### config.mk
export PLATFORM = sky130hd
export DESIGN_NAME = line_monitor
export DESIGN_NICKNAME = d
export VERILOG_FILES = /design/src/core/line_monitor.v /design/src/core/line_sync.v /design/src/core/unit_ticker.v
export VERILOG_INCLUDE_DIRS = /design/src /design/src/core
export SDC_FILE = /design/constraint.sdc
export NUM_CORES = 1
export LEC_CHECK = 0
export ABC_AREA = 1
export BUFFER_PORTS_ARGS = -buffer_cell sky130_fd_sc_hd__buf_2
export CORE_ASPECT_RATIO = 1.75
export CORE_UTILIZATION = 59
export CTS_CLUSTER_DIAMETER = 150
export DETAILED_ROUTE_END_ITERATION = 10
export PLACE_DENSITY_LB_ADDON = 0.25
export SYNTH_ARGS = -nofsm -noshare
export SYNTH_HDL_FRONTEND = slang
export SYNTH_SLANG_ARGS = --single-unit
### constraint.sdc
create_clock -name clk_in -period 3.65 [get_ports clk_in]
set_input_delay 0.365 -clock clk_in [delete_from_list [all_inputs] [get_ports clk_in]]
set_output_delay 0.365 -clock clk_in [all_outputs]
set_load 0.01 [all_outputs]
### src/core/line_monitor_map.vh
// Purpose: constants for the single-wire line timing monitor
// Assumes: 125 MHz clock, APB with 32-bit data, byte address = 4 x index
// Notes: printed offsets are not word aligned, so they are indices
// Function
// - Flag a line error when two falls come closer than min gap x unit.
// - Timeout checking runs only until nine bit periods of a frame complete.
// - A low level lasting the timeout limit x unit sets timeout and aborts.
// - The rx idle return bit sends the receiver back to idle for next frame.
// - Rx bus free sets after the line is high for 8 x rx free time bits 6:0 x unit.
// - Rx bus free clears on a written zero or on any line transition.
// - Tx bus free sets at 8 x tx free time x unit, cleared by a falling edge.
// - Tx free interrupt flag sets likewise, clears by a zero write or a one written to status.
// - Tx and rx free enable bits gate the interrupt, one enables.
// - Start pulse low duty comes from a write-only value in time units.
// - Time unit is clock over 2 x prescaler, or over prescaler if fine.
`ifndef LINE_MONITOR_MAP_VH
`define LINE_MONITOR_MAP_VH
`define IDX_CLOCK_PRESCALER 16'hA082
`define IDX_TX_FREE_TIME 16'hA089
`define IDX_MIN_EDGE_GAP 16'hA08C
`define IDX_LOW_TIMEOUT 16'hA08D
`define IDX_RX_FREE_TIME 16'hA08E
`define IDX_TX_START_DUTY 16'hA08F
`define IDX_BUS_FREE_CTRL 16'hA097
`define IDX_IRQ_STATUS 16'hA0A0
`define IDX_IRQ_MASK 16'hA0A1
`define IDX_FRAME_CTRL 16'hA0A2
`define BIT_TX_FREE 7
`define BIT_TX_IRQ_EN 6
`define BIT_RX_FREE 5
`define BIT_RX_IRQ_EN 4
`define BIT_TX_IRQ_FLAG 3
`define BIT_RX_IRQ_FLAG 2
`define BIT_START_ERR 1
`define BIT_RESOLUTION 0
`define ST_LINE_ERR 0
`define ST_TIMEOUT 1
`define ST_TX_FREE 2
`define ST_RX_FREE 3
`define ST_START_ERR 4
`define ST_WIDTH 5
`define REG_RESET 8'h00
`define FRAME_BITS 4'h9
`define FREE_SCALE 3
`endif

### src/core/line_monitor.v
// Purpose: line timing checker, bus-free monitor and start pulse driver
// Assumes: APB slave, byte address = 4 x register index
// Notes: open-drain line, enable high while pulling low
//
// Added by the designer: the APB register port.
`timescale 1ns/1ps
`default_nettype none
`include "line_monitor_map.vh"
module line_monitor (
  input wire clk_in, // 125 MHz clock
  input wire reset_in, // Synchronous reset, active high
  input wire psel_in, // APB select
  input wire penable_in, // APB enable
  input wire pwrite_in, // APB direction
  input wire [31:0] paddr_in, // APB byte address
  input wire [31:0] pwdata_in, // APB write data
  output reg [31:0] prdata_out, // APB read data
  output reg pready_out, // APB ready
  output reg pslverr_out, // APB error on unmapped address
  input wire line_in, // Shared line level
  output reg line_oe_out, // Pull line low
  output reg line_o_out, // Driven level, always low
  input wire start_req_in, // Start a start pulse
  output reg frame_abort_out, // Pulse: transfer aborted
  output reg rx_idle_out, // Pulse: receiver back to idle
  output reg irq_out // Level interrupt
);
  // Idle and low states of start pulse engine
  localparam S_IDLE = 1'b0;
  localparam S_LOW = 1'b1;

  reg [7:0] clock_prescaler;
  reg [7:0] tx_free_time;
  reg [7:0] min_edge_gap;
  reg [7:0] low_timeout_limit;
  reg [7:0] rx_free_time;
  reg [7:0] tx_start_low_duty;
  reg tx_free_irq_en;
  reg rx_free_irq_en;
  reg prescale_resolution;
  reg tx_bus_free_flag;
  reg rx_bus_free_flag;
  reg tx_free_irq_flag;
  reg rx_free_irq_flag;
  reg start_pulse_error;
  reg line_error_flag;
  reg timeout_flag;
  reg [`ST_WIDTH-1:0] irq_mask;
  reg [7:0] bit_period;
  reg [15:0] gap_count;
  reg [7:0] low_count;
  reg [3:0] bits_done;
  reg [7:0] bit_count;
  reg seen_fall;
  reg [10:0] high_count;
  reg [10:0] tx_free_count;
  reg state;
  reg [7:0] duty_count;
  wire time_unit;
  wire level;
  wire fall;
  wire rise;
  wire [15:0] idx;
  wire acc;
  wire wr;
  wire rd;
  wire mapped;
  wire wr_bfc;
  wire wr_st;
  wire [7:0] wd;
  wire [7:0] bfc_read;
  wire [`ST_WIDTH-1:0] status;
  wire rx_free_hit;
  wire tx_free_hit;
  wire gap_short;
  wire timeout_fire;
  reg [7:0] next_rdata;

  // Compare count against 8 x value, zero value never hits
  function free_hit;
    input [10:0] cnt;
    input [7:0] val;
    begin
      free_hit = (val != 8'h00) && (cnt == {val, 3'b000});
    end
  endfunction

  unit_ticker ticker (
    .clk_in(clk_in),
    .reset_in(reset_in),
    .prescale_in(clock_prescaler),
    .fine_in(prescale_resolution),
    .tick_out(time_unit)
  );

  line_sync sync (
    .clk_in(clk_in),
    .reset_in(reset_in),
    .line_in(line_in),
    .level_out(level),
    .fall_out(fall),
    .rise_out(rise)
  );

  // Bus decode, single wait-free access phase
  assign idx = paddr_in[17:2];
  assign acc = psel_in && penable_in;
  assign wr = acc && pwrite_in;
  assign rd = acc && !pwrite_in;
  assign wd = pwdata_in[7:0];
  assign mapped = (paddr_in[1:0] == 2'b00) && (paddr_in[31:18] == 14'h0000) &&
    (idx == `IDX_CLOCK_PRESCALER || idx == `IDX_TX_FREE_TIME ||
     idx == `IDX_MIN_EDGE_GAP || idx == `IDX_LOW_TIMEOUT ||
     idx == `IDX_RX_FREE_TIME || idx == `IDX_TX_START_DUTY ||
     idx == `IDX_BUS_FREE_CTRL || idx == `IDX_IRQ_STATUS ||
     idx == `IDX_IRQ_MASK || idx == `IDX_FRAME_CTRL);
  assign wr_bfc = wr && mapped && idx == `IDX_BUS_FREE_CTRL;
  assign wr_st = wr && mapped && idx == `IDX_IRQ_STATUS;

  assign rx_free_hit = time_unit && level &&
    free_hit(high_count, {1'b0, rx_free_time[6:0]});
  assign tx_free_hit = time_unit && level &&
    free_hit(tx_free_count, tx_free_time);

  assign bfc_read = {tx_bus_free_flag, tx_free_irq_en, rx_bus_free_flag,
    rx_free_irq_en, tx_free_irq_flag, rx_free_irq_flag, start_pulse_error,
    prescale_resolution};
  assign status = {start_pulse_error, rx_free_irq_flag, tx_free_irq_flag,
    timeout_flag, line_error_flag};

  // Read mux; write-only registers read zero
  always @* begin
    next_rdata = 8'h00;
    case (idx)
      `IDX_CLOCK_PRESCALER: next_rdata = clock_prescaler;
      `IDX_TX_FREE_TIME: next_rdata = tx_free_count[10:3];
      `IDX_MIN_EDGE_GAP: next_rdata = min_edge_gap;
      `IDX_LOW_TIMEOUT: next_rdata = low_timeout_limit;
      `IDX_RX_FREE_TIME: next_rdata = 8'h00;
      `IDX_TX_START_DUTY: next_rdata = 8'h00;
      `IDX_BUS_FREE_CTRL: next_rdata = bfc_read;
      `IDX_IRQ_STATUS: next_rdata = {3'b000, status};
      `IDX_IRQ_MASK: next_rdata = {3'b000, irq_mask};
      `IDX_FRAME_CTRL: next_rdata = bit_period;
      default: next_rdata = 8'h00;
    endcase
  end

  // APB answer, ready in the first access cycle
  always @(posedge clk_in) begin
    if (reset_in) begin
      prdata_out <= 32'h00000000;
      pready_out <= 1'b0;
      pslverr_out <= 1'b0;
    end else begin
      pready_out <= psel_in && !penable_in;
      pslverr_out <= psel_in && !penable_in && !mapped;
      prdata_out <= (psel_in && !penable_in && !pwrite_in && mapped) ?
        {24'h000000, next_rdata} : 32'h00000000;
    end
  end

  // Configuration register writes; rx free time and start duty are write-only
  always @(posedge clk_in) begin
    if (reset_in) begin
      clock_prescaler <= `REG_RESET;
      tx_free_time <= `REG_RESET;
      min_edge_gap <= `REG_RESET;
      low_timeout_limit <= `REG_RESET;
      rx_free_time <= `REG_RESET;
      tx_start_low_duty <= `REG_RESET;
      tx_free_irq_en <= 1'b0;
      rx_free_irq_en <= 1'b0;
      prescale_resolution <= 1'b0;
      irq_mask <= {`ST_WIDTH{1'b0}};
      bit_period <= `REG_RESET;
    end else if (wr && mapped) begin
      case (idx)
        `IDX_CLOCK_PRESCALER: clock_prescaler <= wd;
        `IDX_TX_FREE_TIME: tx_free_time <= wd;
        `IDX_MIN_EDGE_GAP: min_edge_gap <= wd;
        `IDX_LOW_TIMEOUT: low_timeout_limit <= wd;
        `IDX_RX_FREE_TIME: rx_free_time <= wd;
        `IDX_TX_START_DUTY: tx_start_low_duty <= wd;
        `IDX_BUS_FREE_CTRL: begin
          tx_free_irq_en <= wd[`BIT_TX_IRQ_EN];
          rx_free_irq_en <= wd[`BIT_RX_IRQ_EN];
          prescale_resolution <= wd[`BIT_RESOLUTION];
        end
        `IDX_IRQ_MASK: irq_mask <= wd[`ST_WIDTH-1:0];
        `IDX_FRAME_CTRL: bit_period <= wd;
        default: bit_period <= bit_period;
      endcase
    end
  end

  // Edge gap and bit counting; ninth bit ends timeout watch
  always @(posedge clk_in) begin
    if (reset_in) begin
      gap_count <= 16'h0000;
      seen_fall <= 1'b0;
      bits_done <= 4'h0;
      bit_count <= 8'h00;
      low_count <= 8'h00;
    end else begin
      if (fall) begin
        gap_count <= 16'h0000;
        seen_fall <= 1'b1;
        bit_count <= 8'h00;
        if (seen_fall && bits_done < `FRAME_BITS)
          bits_done <= bits_done + 4'h1;
      end else if (time_unit && gap_count != 16'hFFFF) begin
        gap_count <= gap_count + 16'h0001;
        if (seen_fall && bit_count == bit_period && bit_period != 8'h00) begin
          bit_count <= 8'h00;
          if (bits_done < `FRAME_BITS)
            bits_done <= bits_done + 4'h1;
        end else begin
          bit_count <= bit_count + 8'h01;
        end
      end
      // Frame over once line idles free, restart counting
      if (rx_free_hit || timeout_fire) begin
        seen_fall <= 1'b0;
        bits_done <= 4'h0;
      end
      // Low-level timer for timeout
      if (level)
        low_count <= 8'h00;
      else if (time_unit && low_count != 8'hFF)
        low_count <= low_count + 8'h01;
    end
  end

  assign gap_short = fall && seen_fall &&
    gap_count < {8'h00, min_edge_gap};
  assign timeout_fire = time_unit && !level && seen_fall &&
    bits_done < `FRAME_BITS && low_timeout_limit != 8'h00 &&
    low_count + 8'h01 == low_timeout_limit;

  // Bus-free counters in time units, saturating
  always @(posedge clk_in) begin
    if (reset_in) begin
      high_count <= 11'h000;
      tx_free_count <= 11'h000;
    end else begin
      if (fall || rise)
        high_count <= 11'h000;
      else if (time_unit && level && high_count != 11'h7FF)
        high_count <= high_count + 11'h001;
      if (fall)
        tx_free_count <= 11'h000;
      else if (time_unit && level && tx_free_count != 11'h7FF)
        tx_free_count <= tx_free_count + 11'h001;
    end
  end

  // Sticky flags, a set wins over a clear in the same cycle
  always @(posedge clk_in) begin
    if (reset_in) begin
      line_error_flag <= 1'b0;
      timeout_flag <= 1'b0;
      tx_bus_free_flag <= 1'b0;
      rx_bus_free_flag <= 1'b0;
      tx_free_irq_flag <= 1'b0;
      rx_free_irq_flag <= 1'b0;
      start_pulse_error <= 1'b0;
    end else begin
      if (gap_short)
        line_error_flag <= 1'b1;
      else if (wr_st && wd[`ST_LINE_ERR])
        line_error_flag <= 1'b0;
      if (timeout_fire)
        timeout_flag <= 1'b1;
      else if ((wr_st && wd[`ST_TIMEOUT]) || fall)
        timeout_flag <= 1'b0;
      // Read-only flag, hardware clear only
      if (tx_free_hit)
        tx_bus_free_flag <= 1'b1;
      else if (fall)
        tx_bus_free_flag <= 1'b0;
      if (rx_free_hit)
        rx_bus_free_flag <= 1'b1;
      else if ((wr_bfc && !wd[`BIT_RX_FREE]) || fall || rise)
        rx_bus_free_flag <= 1'b0;
      // Zero written clears, as in control register; one-write in status
      if (tx_free_hit)
        tx_free_irq_flag <= 1'b1;
      else if ((wr_bfc && !wd[`BIT_TX_IRQ_FLAG]) ||
          (wr_st && wd[`ST_TX_FREE]))
        tx_free_irq_flag <= 1'b0;
      if (rx_free_hit)
        rx_free_irq_flag <= 1'b1;
      else if ((wr_bfc && !wd[`BIT_RX_IRQ_FLAG]) ||
          (wr_st && wd[`ST_RX_FREE]))
        rx_free_irq_flag <= 1'b0;
      if (state == S_LOW && time_unit && level)
        start_pulse_error <= 1'b1;
      else if ((wr_bfc && !wd[`BIT_START_ERR]) ||
          (wr_st && wd[`ST_START_ERR]))
        start_pulse_error <= 1'b0;
    end
  end

  // Start pulse: hold line low for the start duty in units
  always @(posedge clk_in) begin
    if (reset_in) begin
      state <= S_IDLE;
      duty_count <= 8'h00;
      line_oe_out <= 1'b0;
    end else begin
      case (state)
        S_IDLE: begin
          duty_count <= 8'h00;
          if (start_req_in && tx_start_low_duty != 8'h00) begin
            state <= S_LOW;
            line_oe_out <= 1'b1;
          end
        end
        S_LOW: begin
          if (timeout_fire) begin
            state <= S_IDLE;
            line_oe_out <= 1'b0;
          end else if (time_unit) begin
            if (duty_count + 8'h01 >= tx_start_low_duty) begin
              state <= S_IDLE;
              line_oe_out <= 1'b0;
            end else begin
              duty_count <= duty_count + 8'h01;
            end
          end
        end
        default: begin
          state <= S_IDLE;
          line_oe_out <= 1'b0;
        end
      endcase
    end
  end

  // Pulses and interrupt; enables gate the bus-free sources
  always @(posedge clk_in) begin
    if (reset_in) begin
      line_o_out <= 1'b0;
      frame_abort_out <= 1'b0;
      rx_idle_out <= 1'b0;
      irq_out <= 1'b0;
    end else begin
      line_o_out <= 1'b0;
      frame_abort_out <= timeout_fire;
      rx_idle_out <= rx_free_hit && rx_free_time[7];
      irq_out <= |(status & irq_mask & {1'b1, rx_free_irq_en,
        tx_free_irq_en, 2'b11});
    end
  end
endmodule
`default_nettype wire

### src/core/line_sync.v
// Purpose: three-stage synchroniser with edge detect for the line pin
// Assumes: line idles high
// Notes: level changes once stages two and three agree
`timescale 1ns/1ps
`default_nettype none
module line_sync (
  input wire clk_in, // System clock
  input wire reset_in, // Synchronous reset
  input wire line_in, // Raw pin level
  output reg level_out, // Filtered level
  output wire fall_out, // Falling edge pulse
  output wire rise_out // Rising edge pulse
);
  reg s1;
  reg s2;
  reg s3;
  // First stage only feeds second
  always @(posedge clk_in) begin
    if (reset_in) begin
      s1 <= 1'b1;
      s2 <= 1'b1;
      s3 <= 1'b1;
      level_out <= 1'b1;
    end else begin
      s1 <= line_in;
      s2 <= s1;
      s3 <= s2;
      if (s2 == s3)
        level_out <= s3;
    end
  end
  // Edges from agreed stages against held level
  assign fall_out = (s2 == s3) && !s3 && level_out;
  assign rise_out = (s2 == s3) && s3 && !level_out;
endmodule
`default_nettype wire

### src/core/unit_ticker.v
// Purpose: time unit tick generator
// Assumes: prescaler zero gives no tick
// Notes: divisor = prescaler, doubled when resolution clear
`timescale 1ns/1ps
`default_nettype none
module unit_ticker (
  input wire clk_in, // System clock
  input wire reset_in, // Synchronous reset
  input wire [7:0] prescale_in, // Divider value
  input wire fine_in, // Resolution select
  output reg tick_out // One-cycle unit tick
);
  reg [8:0] count;
  wire [8:0] divisor;
  // Divisor from prescaler and resolution
  assign divisor = fine_in ? {1'b0, prescale_in} : {prescale_in, 1'b0};
  always @(posedge clk_in) begin
    if (reset_in) begin
      count <= 9'h000;
      tick_out <= 1'b0;
    end else if (divisor == 9'h000) begin
      count <= 9'h000;
      tick_out <= 1'b0;
    end else if (count >= divisor - 9'h001) begin
      count <= 9'h000;
      tick_out <= 1'b1;
    end else begin
      count <= count + 9'h001;
      tick_out <= 1'b0;
    end
  end
endmodule
`default_nettype wire

## After elaboration in Yosys (flattened, before gate mapping)

Cells that the tools add are included.
W data, S select, Z words.

| storage, ports and cells | value |
|---|---|
| input port bits | 71 |
| word-level logic and storage cells | 232 |
| memories | 0 |
| RAM bits | 0 |
| ROM bits | 0 |
| output and inout port bits | 39 |
| bits in latches | 0 |
| flip-flop bits (word level) | 191 |

| cells by class | value |
|---|---|
| divide/modulo/power cells | 0 |
| $mul | 0 |
| bitwise gates (word level) | 4 |
| reduce and logical (&&, ||, !) cells | 111 |
| muxes and demuxes | 37 |
| add/subtract/negate cells | 9 |
| equal/unequal tests | 26 |
| shift operators | 0 |
| order comparisons | 4 |

Operators by type and width:

| cell | count |
|---|---|
| $eq A16 B16 Y1 const B | 10 |
| $pmux W8 S8 | 1 |
| $logic_and A1 B1 Y1 | 47 |
| $mux W8 | 4 |
| $reduce_bool A8 Y1 | 4 |
| $add A8 B1 Y8 const B | 3 |
| $mux W1 | 23 |
| $add A11 B1 Y11 const B | 2 |
| $ne A11 B11 Y1 const B | 2 |
| $mux W4 | 5 |
| $reduce_bool A2 Y1 | 10 |
| $reduce_and A2 Y1 | 9 |
| $logic_or A1 B1 Y1 | 17 |
| $add A16 B1 Y16 const B | 1 |
| $eq A8 B8 Y1 | 2 |
| $lt A16 B8 Y1 | 1 |
| $ne A16 B16 Y1 const B | 1 |
| $pmux W8 S2 | 1 |
| $logic_not A14 Y1 | 1 |
| $reduce_or A2 Y1 | 6 |
| $eq A11 B10 Y1 | 1 |
| $eq A11 B11 Y1 | 1 |
| $and A5 B5 Y5 | 2 |
| $add A9 B1 Y9 const B | 1 |
| 21 further kinds | 36 |

## Logic depth before layout (Yosys ltp)

Gate-level depths: netlist of run 1.

| depth | value |
|---|---|
| word-level depth | 18 |
| depth in mapped cells | 17 |
| depth with buffers taken out | 16 |

## Modules after synthesis

From an unflattened synthesis of run 1, not the netlist that was laid out.

| second synthesis, totals | value |
|---|---|
| cell total of the unflattened synthesis | 1,251 |
| area, all modules | 9,107.5 um^2 |

Modules (own cells, without submodules):

| module | instances | area each (um^2) | cells an instance | sequential area each (um^2) |
|---|---|---|---|---|
| line_monitor | 1 | 8,064.0 | 1,099 | 3,062.9 |
| unit_ticker | 1 | 879.6 | 132 | 200.2 |
| line_sync | 1 | 163.9 | 20 | 80.1 |

## Least setup slack after synthesis of run 1

OpenSTA, ideal clock, no wires.

| timing path | value |
|---|---|
| path type | reg-to-reg |
| from | register prescale_resolution |
| to | register ticker.tick_out |
| period minus slack after synthesis | 2.651 ns |
| required time | 3.589 ns |
| setup slack | 0.999 ns |
| cell stages (with the launch flop) | 15 |
| setup time | 0.061 ns |
| buffers on the path | 2 |
| arrival | 2.589 ns |
| cell sequence | dfxtp_1 clkbuf_2 buf_2 nand2_1 o21ai_0 ha_1 inv_1 nor3_1 nand3_1 nor3_1 xor2_1 ha_1 inv_1 o21bai_1 and3_1 |

| on the way | value |
|---|---|
| longest elaborated chain between the ends | 4 |
| elaborated cells on any way between the ends | 6 |
| classes of those cells | 1 x add/sub; 1 x order compare; 2 x mux; 2 x reduce/logical |

RTL lines:

| element | line | source |
|---|---|---|
| start, declared | line_monitor.v:40 | `reg prescale_resolution;` |
| start signal, assigned | line_monitor.v:188 | `` prescale_resolution <= wd[`BIT_RESOLUTION]; `` |
| $mux W9 (*) | unit_ticker.v:16 | `assign divisor = fine_in ? {1'b0, prescale_in} : {prescale_in, 1'b0};` |
| $sub A9 B1 Y9 | unit_ticker.v:24 | `end else if (count >= divisor - 9'h001) begin` |
| $ge A9 B9 Y1 | unit_ticker.v:24 |  |
| $mux W1 | unit_ticker.v:24 |  |
| end signal, assigned | unit_ticker.v:20 | `tick_out <= 1'b0;` |
| end signal, assigned | unit_ticker.v:23 | `tick_out <= 1'b0;` |
| end signal, assigned | unit_ticker.v:26 | `tick_out <= 1'b1;` |
| end, declared | unit_ticker.v:11 | `output reg tick_out` |

Mark *: on every way between the ends. The rest lies on a longest branch, timed or not.
A chain may end at the register's enable or synchronous reset.

## Worst setup path after layout of run 1

| timing path | value |
|---|---|
| from | register duty_count[0] |
| to | register duty_count[0] |

| on the way | value |
|---|---|
| longest elaborated chain between the ends | 5 |
| elaborated cells on any way between the ends | 8 |
| classes of those cells | 1 x add/sub; 1 x order compare; 1 x eq/ne; 4 x mux; 1 x reduce/logical |

RTL lines:

| element | line | source |
|---|---|---|
| start, declared | line_monitor.v:58 | `reg [7:0] duty_count;` |
| start signal, assigned | line_monitor.v:329 | `duty_count <= duty_count + 8'h01;` |
| $add A8 B1 Y8 (*) | line_monitor.v:325, line_monitor.v:329 |  |
| parallel branches: the longest is 4 deep, another holds $ge A8 B8 Y1 | -- |  |

Every way passes the cells marked *. The select of a mux whose other input is x is not followed.

==> results of run 1 <==
## how the worst max path moves through the flow
stage,cells after the start,startpoint,end,slack (ns)
floorplan,14,prescale_resolution,ticker.tick_out,1.0
global placement,15,duty_count[0],duty_count[5],0.70
detailed placement,15,duty_count[0],duty_count[1],0.60
CTS,15,duty_count[0],duty_count[1],0.59
global route,15,duty_count[0],duty_count[1],0.34
finish,15,duty_count[0],duty_count[0],0.57
## sequential cells by signal, indices dropped and copies added (netlist names), 4 cells and up
| signal | cells |
|---|---|
| bit_count | 8 |
| low_timeout_limit | 8 |
| prdata_out | 8 |
| tx_free_time | 8 |
| high_count | 11 |
| irq_mask | 5 |
| tx_free_count | 11 |
| bit_period | 8 |
| min_edge_gap | 8 |
| tx_start_low_duty | 8 |
| rx_free_time | 8 |
| ticker.count | 9 |
| clock_prescaler | 8 |
| bits_done | 4 |
| low_count | 8 |
| duty_count | 8 |
| gap_count | 16 |
## cells in the final DEF (no fill, tap or decap), types with 3 or more instances in the layout
| cell type | n |
|---|---|
| o21ai_0 | 111 |
| buf_4 | 5 |
| nand3_4 | 4 |
| inv_1 | 203 |
| nand2_2 | 9 |
| xor2_1 | 24 |
| nor2_1 | 99 |
| ha_1 | 38 |
| nor4_1 | 14 |
| o211ai_1 | 3 |
| a21oi_1 | 131 |
| or2_2 | 4 |
| o22ai_1 | 16 |
| nor3_1 | 42 |
| clkinvlp_4 | 6 |
| nand4_1 | 23 |
| o21ai_1 | 10 |
| clkinv_1 | 3 |
| nand3_1 | 85 |
| nand3_2 | 6 |
| inv_6 | 3 |
| o21bai_1 | 3 |
| o221ai_1 | 3 |
| a31oi_1 | 7 |
| buf_2 | 60 |
| inv_2 | 3 |
| clkbuf_16 | 17 |
| nor2_4 | 8 |
| a211oi_1 | 5 |
| nand2_1 | 182 |
| nor3b_1 | 11 |
| dfxtp_1 | 167 |
| xnor2_1 | 12 |
| conb_1 | 25 |
## metrics by stage
stage | hold slack [ns] | utilization
floorplan | 0.389 | -
global placement | 0.410 | 0.625
detailed placement | 0.409 | 0.625
CTS | 0.106 | 0.663
global route | 0.107 | 0.663
finish | 0.114 | 0.663
## logic make-up after synthesis
group | count (synthesis)
AND/OR/NAND/NOR | 495
AO/OA/AOI/OAI | 299
buffers and inverters | 251
flip-flops | 167
adder cells (fa/ha/maj) | 38
XOR/XNOR | 36
other | 1
## power by group through the flow
stage	logic [mW]	registers [mW]	clock network [mW]
global route	0.158	1.83	1.82
CTS	0.142	1.83	1.75
floorplan	0.0949	1.87	0
detailed placement	0.141	1.87	0
finish	0.145	1.83	1.74
global placement	0.139	1.87	0
## final cells by class
cell class	count	area [µm²]	share of cell area
repair buffers	65	338	0.0333
multi-input cells	893	4870	0.480
clock inverters	13	124	0.0122
flip-flops and latches	167	3340	0.329
well taps	186	233	0.0229
clock buffers	19	443	0.0436
inverters	210	791	0.0779
diodes	1	2.50	0.000247
## synthesized netlist by cell type, drive strengths merged
cell / count
a2111oi: 2
a211oi: 5
a21oi: 131
a221oi: 2
a31o: 1
a31oi: 7
a41oi: 2
and2: 1
and3: 1
buf: 30
clkbuf: 11
clkinv: 3
conb: 1
dfxtp: 167
ha: 38
inv: 207
nand2: 191
nand3: 95
nand4: 23
nor2: 110
nor3: 44
nor3b: 11
nor4: 14
o211a: 1
o211ai: 3
o21a: 2
o21ai: 121
o21bai: 3
o221ai: 3
o22ai: 16
or2: 5
xnor2: 12
xor2: 24
## routing by layer
metal | vias to the layer above | track usage | share of wire | routed length, µm
li1 | 4380 | - | - | -
met1 | 3950 | 0.323 | 0.37 | 8870
met2 | 302 | 0.548 | 0.51 | 12200
met3 | 108 | 0.0365 | 0.047 | 1120
met4 | 0 | 0.205 | 0.067 | 1600
met5 | - | 0 | 0 | 0
==> summary.txt, run 1 <==
STA
  – Minimum clock period: 3.08 ns
  – RSZ-0062 raised after global routing: false
  – Slew at the pin with the worst max-slew slack: 0.733 ns
  – Fin. Hold Viols: 0
  – Worst Slack Setup Final: 0.567 ns
  – Skew final: 0.0119 ns
  – Final worst-path cycle share: 0.845
  – Fmax: 0.324 GHz
  – Final Max Tran Viols: 0
  – Final setup viols: 0
  – Setup tns final: 0 ns
  – Worst-case headroom to the max-slew limit: 0.509

Floorplan
  – DIE HEIGHT: 167 µm
  – Starting Density: 0.599
  – Core Area: 15,300 µm²
  – I/O Pins: 110
  – Die Width: 96.3 µm
  – Rows: 60
  – Die area: 16,100 µm²

Pwr
  – P_leak: 4.31 nW
  – Internal power: 2.83 mW
  – Sw Pwr: 889 µW
  – Switching Fraction: 0.239
  – PD cells: 366 nW/µm²
  – Clock power share: 0.469
  – Power, Total: 3.72 mW
  – Sequential Power Share: 0.492
  – Combinational Power Share: 0.039
  – Max rail drop VDD: 0.000270 V

Setup path
  – Crit Path Category: reg2reg
  – R2r setup slk: 0.57 ns
  – CP Cell Sequence: ha_1 -> nand2_1 -> inv_1 -> nand2_1 -> nor3_1 -> xor2_1 -> ha_1 -> nand2_1 -> nor2_1 -> a211oi_1 -> nand3_1 -> o21ai_0 -> nand2_1 -> nand2_1 -> a21oi_1
  – Crit-path max FO: 6
  – R2r startpoint: duty_count[0]
  – WP data arrival: 3.37 ns
  – Crit-path slowest cell: o21ai_0
  – Critical path's most frequent cell: nand2_1
  – Delay-heaviest family, CP: simple AND/OR/NAND/NOR gates
  – FF-to-FF path depth: 15
  – Crit path buf inv count: 1
  – Crit end category: flop
  – Worst EP required: 3.94 ns
  – Worst stage delay on the critical path: 0.50 ns
  – Startpoint class of the critical path: flop
  – Worst r2r dst: duty_count[0]

Clock tree
  – CTS tree: yes
  – CTS Buf Count: 17
  – Hold buffers post-CTS: 0
  – Clk buf depth: 2
  – CTS sink count: 167
  – Clk_lat worst skew: 0.43 ns
  – Postcts setup bufs: 0
  – Clock transition at path regs: 0.07 ns
  – Htree depth: 4
  – Root Driver: clkbuf_16
  – CTS resizes: 0

Worst hold path
  – Min-delay src: line_in
  – Worst hold path class: in2reg
  – Hold path cells: 2
  – Hold worst-path end: sync.s1

Yosys
  – Adder-cell share of the synthesized area: 0.0518
  – Warnings, synthesis: 0
  – Post-Synth Simple-Gate Area: 0.260
  – Dominant cell type by area after synthesis: dfxtp_1
  – Post-synthesis mux area share: 0
  – XOR/XNOR share of the synthesized area: 0.0344
  – Area share of the largest cell type after synthesis: 0.364
  – Sequential cell area fraction in the yosys report: 0.364
  – Mapped cell area: 9180 µm²
  – Largest family of logic cells by synthesized area: simple AND/OR/NAND/NOR gates
  – Register bit total from synthesis: 167
  – Synth cell types: 48
  – Syn avg cell area: 7.13 µm²
  – Synth Area in Compound Gates: 0.174
  – Area contributors post-synth: dfxtp_1, inv_1, nand2_1, a21oi_1, o21ai_0
  – Mapped Cells: 1,287

Finish
  – Final-layout fill cell count: 1,397
  – Layout area overhead: 10.6%
  – Layout cells sized above 1: 0.0995
  – Post-route design area: 10,100 µm²
  – Final non-filler cell total: 1,554
  – Layout Nets: 1,463

Placed design
  – GP Congestion: 0.978
  – Placed instance count: 1,521
  – DP Worst Slack: 0.602 ns
  – Placed instance area: 9580 µm²
  – IO Port Bufs: 60
  – Detailed Place HPWL: 17,900 µm

Global route
  – Vias in the first global route: 8,149
  – GRT Util Overall: 0.307
  – GRT overflow: 0
  – Largest net degree at the start of global routing: 65
  – Antenna violations before repair: 1
  – First-pass GRT wire length: 38,100 µm

Detailed routing
  – Vias: 8,740
  – Number of DRC markers in iteration 0: 574
  – DRT Pass-1 Iters: 7
  – Via density: 5.62
  – Wire per inst: 15.3 µm
  – Drt total wl: 23,800 µm
  – DR DRC count: 0
  – Post-DRT Antenna Nets: 0

Outcome
  – Outcome: complete, no violations

Run
  – MaxCap Viol Count: 0
Power figures use the tool's default switching activity.
==> run 2, diff against run 1 <==
Settings changed: CORE_UTILIZATION 59 to 53.
Clock period 3.65 ns to 2.5 ns, I/O delays scaled along.
==> run 2 against run 1 <==
  * The run now ends with negative setup slack left
  * Clock power rose by 53%
  * Fmax rose by 19%
  * Worst setup slack got worse by 0.66 ns
  * Sequential share of layout area fell by 2.0 points
  * Sequential cell count did not move
  * Design area rose by 6.8%
  * Wire length rose by 8.3%
  * Global-route usage fell by 1.0 points
  * Critical path depth fell by 2
  * Power rose by 49%
  * Critical endpoint is now duty_count[7]
==> summary.txt, run 2 (same netlist as run 1, synthesis figures left out) <==
Outcome
  – Outcome: finished with violations (was complete, no violations)
  – Failing checks: negative setup slack

Finish
  – Most flops, register: gap_count (unchanged)
  – Largest registers: gap_count (16), high_count (11), tx_free_count (11) (unchanged)
  – Number of flip-flops in the largest register: 16 (unchanged)
  – Most common cell after layout, fill and taps aside: inv_1 (unchanged)
  – Post-route design area: 10,800 µm² (was 10,100 µm²)
  – Antenna diodes: 0 (was 1)
  – Layout cells sized above 1: 0.159 (was 0.0995)
  – Most frequent cells in the layout: inv_1, nand2_1, dfxtp_1, a21oi_1, o21ai_0 (unchanged)
  – Final non-filler cell total: 1,635 (was 1,554)
  – Layout Nets: 1,505 (was 1,463)
  – Final-layout fill cell count: 1,517 (was 1,397)
  – Layout area overhead: 18.0% (was 10.6%)

Floorplan
  – Die Width: 101 µm (was 96.3 µm)
  – I/O Pins: 110 (unchanged)
  – Die area: 17,900 µm² (was 16,100 µm²)
  – Core Area: 16,900 µm² (was 15,300 µm²)
  – Starting Density: 0.542 (was 0.599)
  – Rows: 63 (was 60)
  – DIE HEIGHT: 176 µm (was 167 µm)

Detailed routing
  – Wire per inst: 15.8 µm (was 15.3 µm)
  – Drt total wl: 25,800 µm (was 23,800 µm)
  – Via density: 5.53 (was 5.62)
  – Vias: 9,042 (was 8,740)
  – DRT Pass-1 Iters: 5 (was 7)
  – DR DRC count: 0 (unchanged)
  – Post-DRT Antenna Nets: 0 (unchanged)
  – Number of DRC markers in iteration 0: 535 (was 574)

STA
  – Final worst-path cycle share: 1.04 (was 0.845)
  – Final setup viols: 6 (was 0)
  – Final Max Tran Viols: 0 (unchanged)
  – Minimum clock period: 2.59 ns (was 3.08 ns)
  – WHS: 0.0224 ns (was 0.114 ns)
  – Fmax: 0.386 GHz (was 0.324 GHz)
  – Skew final: 0.00861 ns (was 0.0119 ns)
  – Worst Slack Setup Final: -0.0888 ns (was 0.567 ns)
  – Fin. Hold Viols: 0 (unchanged)
  – RSZ-0062 raised after global routing: true (was false)
  – Slew at the pin with the worst max-slew slack: 0.553 ns (was 0.733 ns)
  – Worst-case headroom to the max-slew limit: 0.628 (was 0.509)

Global route
  – GRT overflow: 0 (unchanged)
  – GRT Util Overall: 0.296 (was 0.307)
  – Busiest grt layer: met2 (unchanged)
  – Routing usage on met1: 0.307 (was 0.323)
  – Antenna violations before repair: 0 (was 1)
  – First-pass GRT wire length: 40,700 µm (was 38,100 µm)
  – Vias in the first global route: 8,632 (was 8,149)
  – Met3 usage: 0.0432 (was 0.0365)
  – Largest net degree at the start of global routing: 65 (unchanged)
  – Met2 GRT Util: 0.543 (was 0.548)

Pwr
  – Power, Total: 5.55 mW (was 3.72 mW)
  – Max rail drop VDD: 0.000368 V (was 0.000270 V)
  – Clock power share: 0.480 (was 0.469)
  – Sw Pwr: 1.26 mW (was 889 µW)
  – PD cells: 512 nW/µm² (was 366 nW/µm²)
  – Internal power: 4.29 mW (was 2.83 mW)
  – P_leak: 4.62 nW (was 4.31 nW)
  – Combinational Power Share: 0.040 (was 0.039)
  – Sequential Power Share: 0.480 (was 0.492)
  – Switching Fraction: 0.226 (was 0.239)

Setup path
  – Crit-path max FO: 5 (was 6)
  – Worst EP required: 2.86 ns (was 3.94 ns)
  – Startpoint class of the critical path: flop (unchanged)
  – Crit end category: flop (unchanged)
  – WP data arrival: 2.95 ns (was 3.37 ns)
  – Crit Path Category: reg2reg (unchanged)

Clock tree
  – CTS sink count: 167 (unchanged)
  – Clock transition at path regs: 0.07 ns (about the same)
  – Clk_lat worst skew: 0.43 ns (about the same)
  – CTS Buf Count: 17 (unchanged)
  – Htree depth: 4 (unchanged)
  – Root Driver: clkbuf_16 (unchanged)
  – Clk buf depth: 2 (unchanged)
  – CTS tree: yes (unchanged)

Placed design
  – Placed instance area: 9840 µm² (was 9580 µm²)
  – Placed instance count: 1,588 (was 1,521)
  – GP Congestion: 0.934 (was 0.978)
  – Detailed Place HPWL: 19,000 µm (was 17,900 µm)
  – IO Port Bufs: 60 (unchanged)

Run
  – MaxCap Viol Count: 0 (unchanged)

Worst hold path
  – Worst hold path class: in2reg (unchanged)
## run 2: changes by cell type in the layout (fill, tap and decap cells not counted), sizes merged
cell / previous run / this run
dlygate4sd3: 0 / 1
diode: 1 / 0
o21bai: 3 / 4
inv: 210 / 208
clkbuf: 19 / 20
clkinvlp: 6 / 4
buf: 65 / 105
bufinv: 1 / 3
## run 2: routing by layer
| metal | up-vias | part of all wire | routed length [µm] |
|---|---|---|---|
| li1 | 4462 | - | - |
| met1 | 4142 | 0.36 | 9380 |
| met2 | 344 | 0.53 | 13700 |
| met3 | 94 | 0.054 | 1390 |
| met4 | 0 | 0.053 | 1360 |
| met5 | - | 0 | 0 |
## run 2: cell type report
class	instances	area [µm²]	area share
repair buffers	106	676	0.0624
clock buffers	20	437	0.0403
flip-flops and latches	167	3360	0.310
clock inverters	11	151	0.0140
inverters	210	791	0.0730
well taps	227	284	0.0262
multi-input cells	894	5140	0.474
## run 2: worst paths after layout
kind	from	end	slack, ns	cells past startpoint
setup / recovery	duty_count[1]	duty_count[7]	-0.09	13
hold / removal	penable_in	pready_out	0.02	2
setup reg to reg	duty_count[1]	duty_count[7]	-0.09	13
hold reg to reg	sync.s1	sync.s2	0.41	1
## run 2: power groups by stage
stage / clock, mW / sequential (mW) / combinational [mW]
2_1_floorplan: 0 / 2.73 / 0.139
3_3_place_gp: 0 / 2.73 / 0.213
3_5_place_dp: 0 / 2.73 / 0.216
4_1_cts: 2.70 / 2.67 / 0.218
5_1_grt: 2.80 / 2.66 / 0.243
6_report: 2.66 / 2.66 / 0.223
## run 2: worst max-delay path: stages (launching register included)
cell and delay, ns:
dfxtp_4 0.39, nand3_4 0.08, nor2_4 0.11, nand2_2 0.07, nor3_2 0.20, xor2_1 0.24
ha_1 0.29, buf_4 0.14, a211oi_2 0.25, nand3_2 0.14, o21ai_2 0.20, buf_6 0.14
nand4_1 0.10, a21oi_1 0.17
## run 2: stage by stage
| stage | worst slack [ns] | setup TNS, ns | util |
|---|---|---|---|
| floorplan | -0.00649 | -0.00649 | - |
| global placement | -0.0148 | -0.0148 | 0.581 |
| detailed placement | -0.101 | -0.525 | 0.581 |
| CTS | 0.0108 | 0 | 0.619 |
| global route | -0.283 | -2.79 | 0.639 |
| finish | -0.0888 | -0.397 | 0.639 |
## run 2: timing repair
item | CTS | global route
pin swaps | 3 | 36
endpoints found under the hold margin | 1 | 0
resized for setup | 9 | 62
cloned | 0 | 1
setup buffers | 2 | 12
hold buffers | 1 | 0
endpoints found under the setup margin | 18 | 20
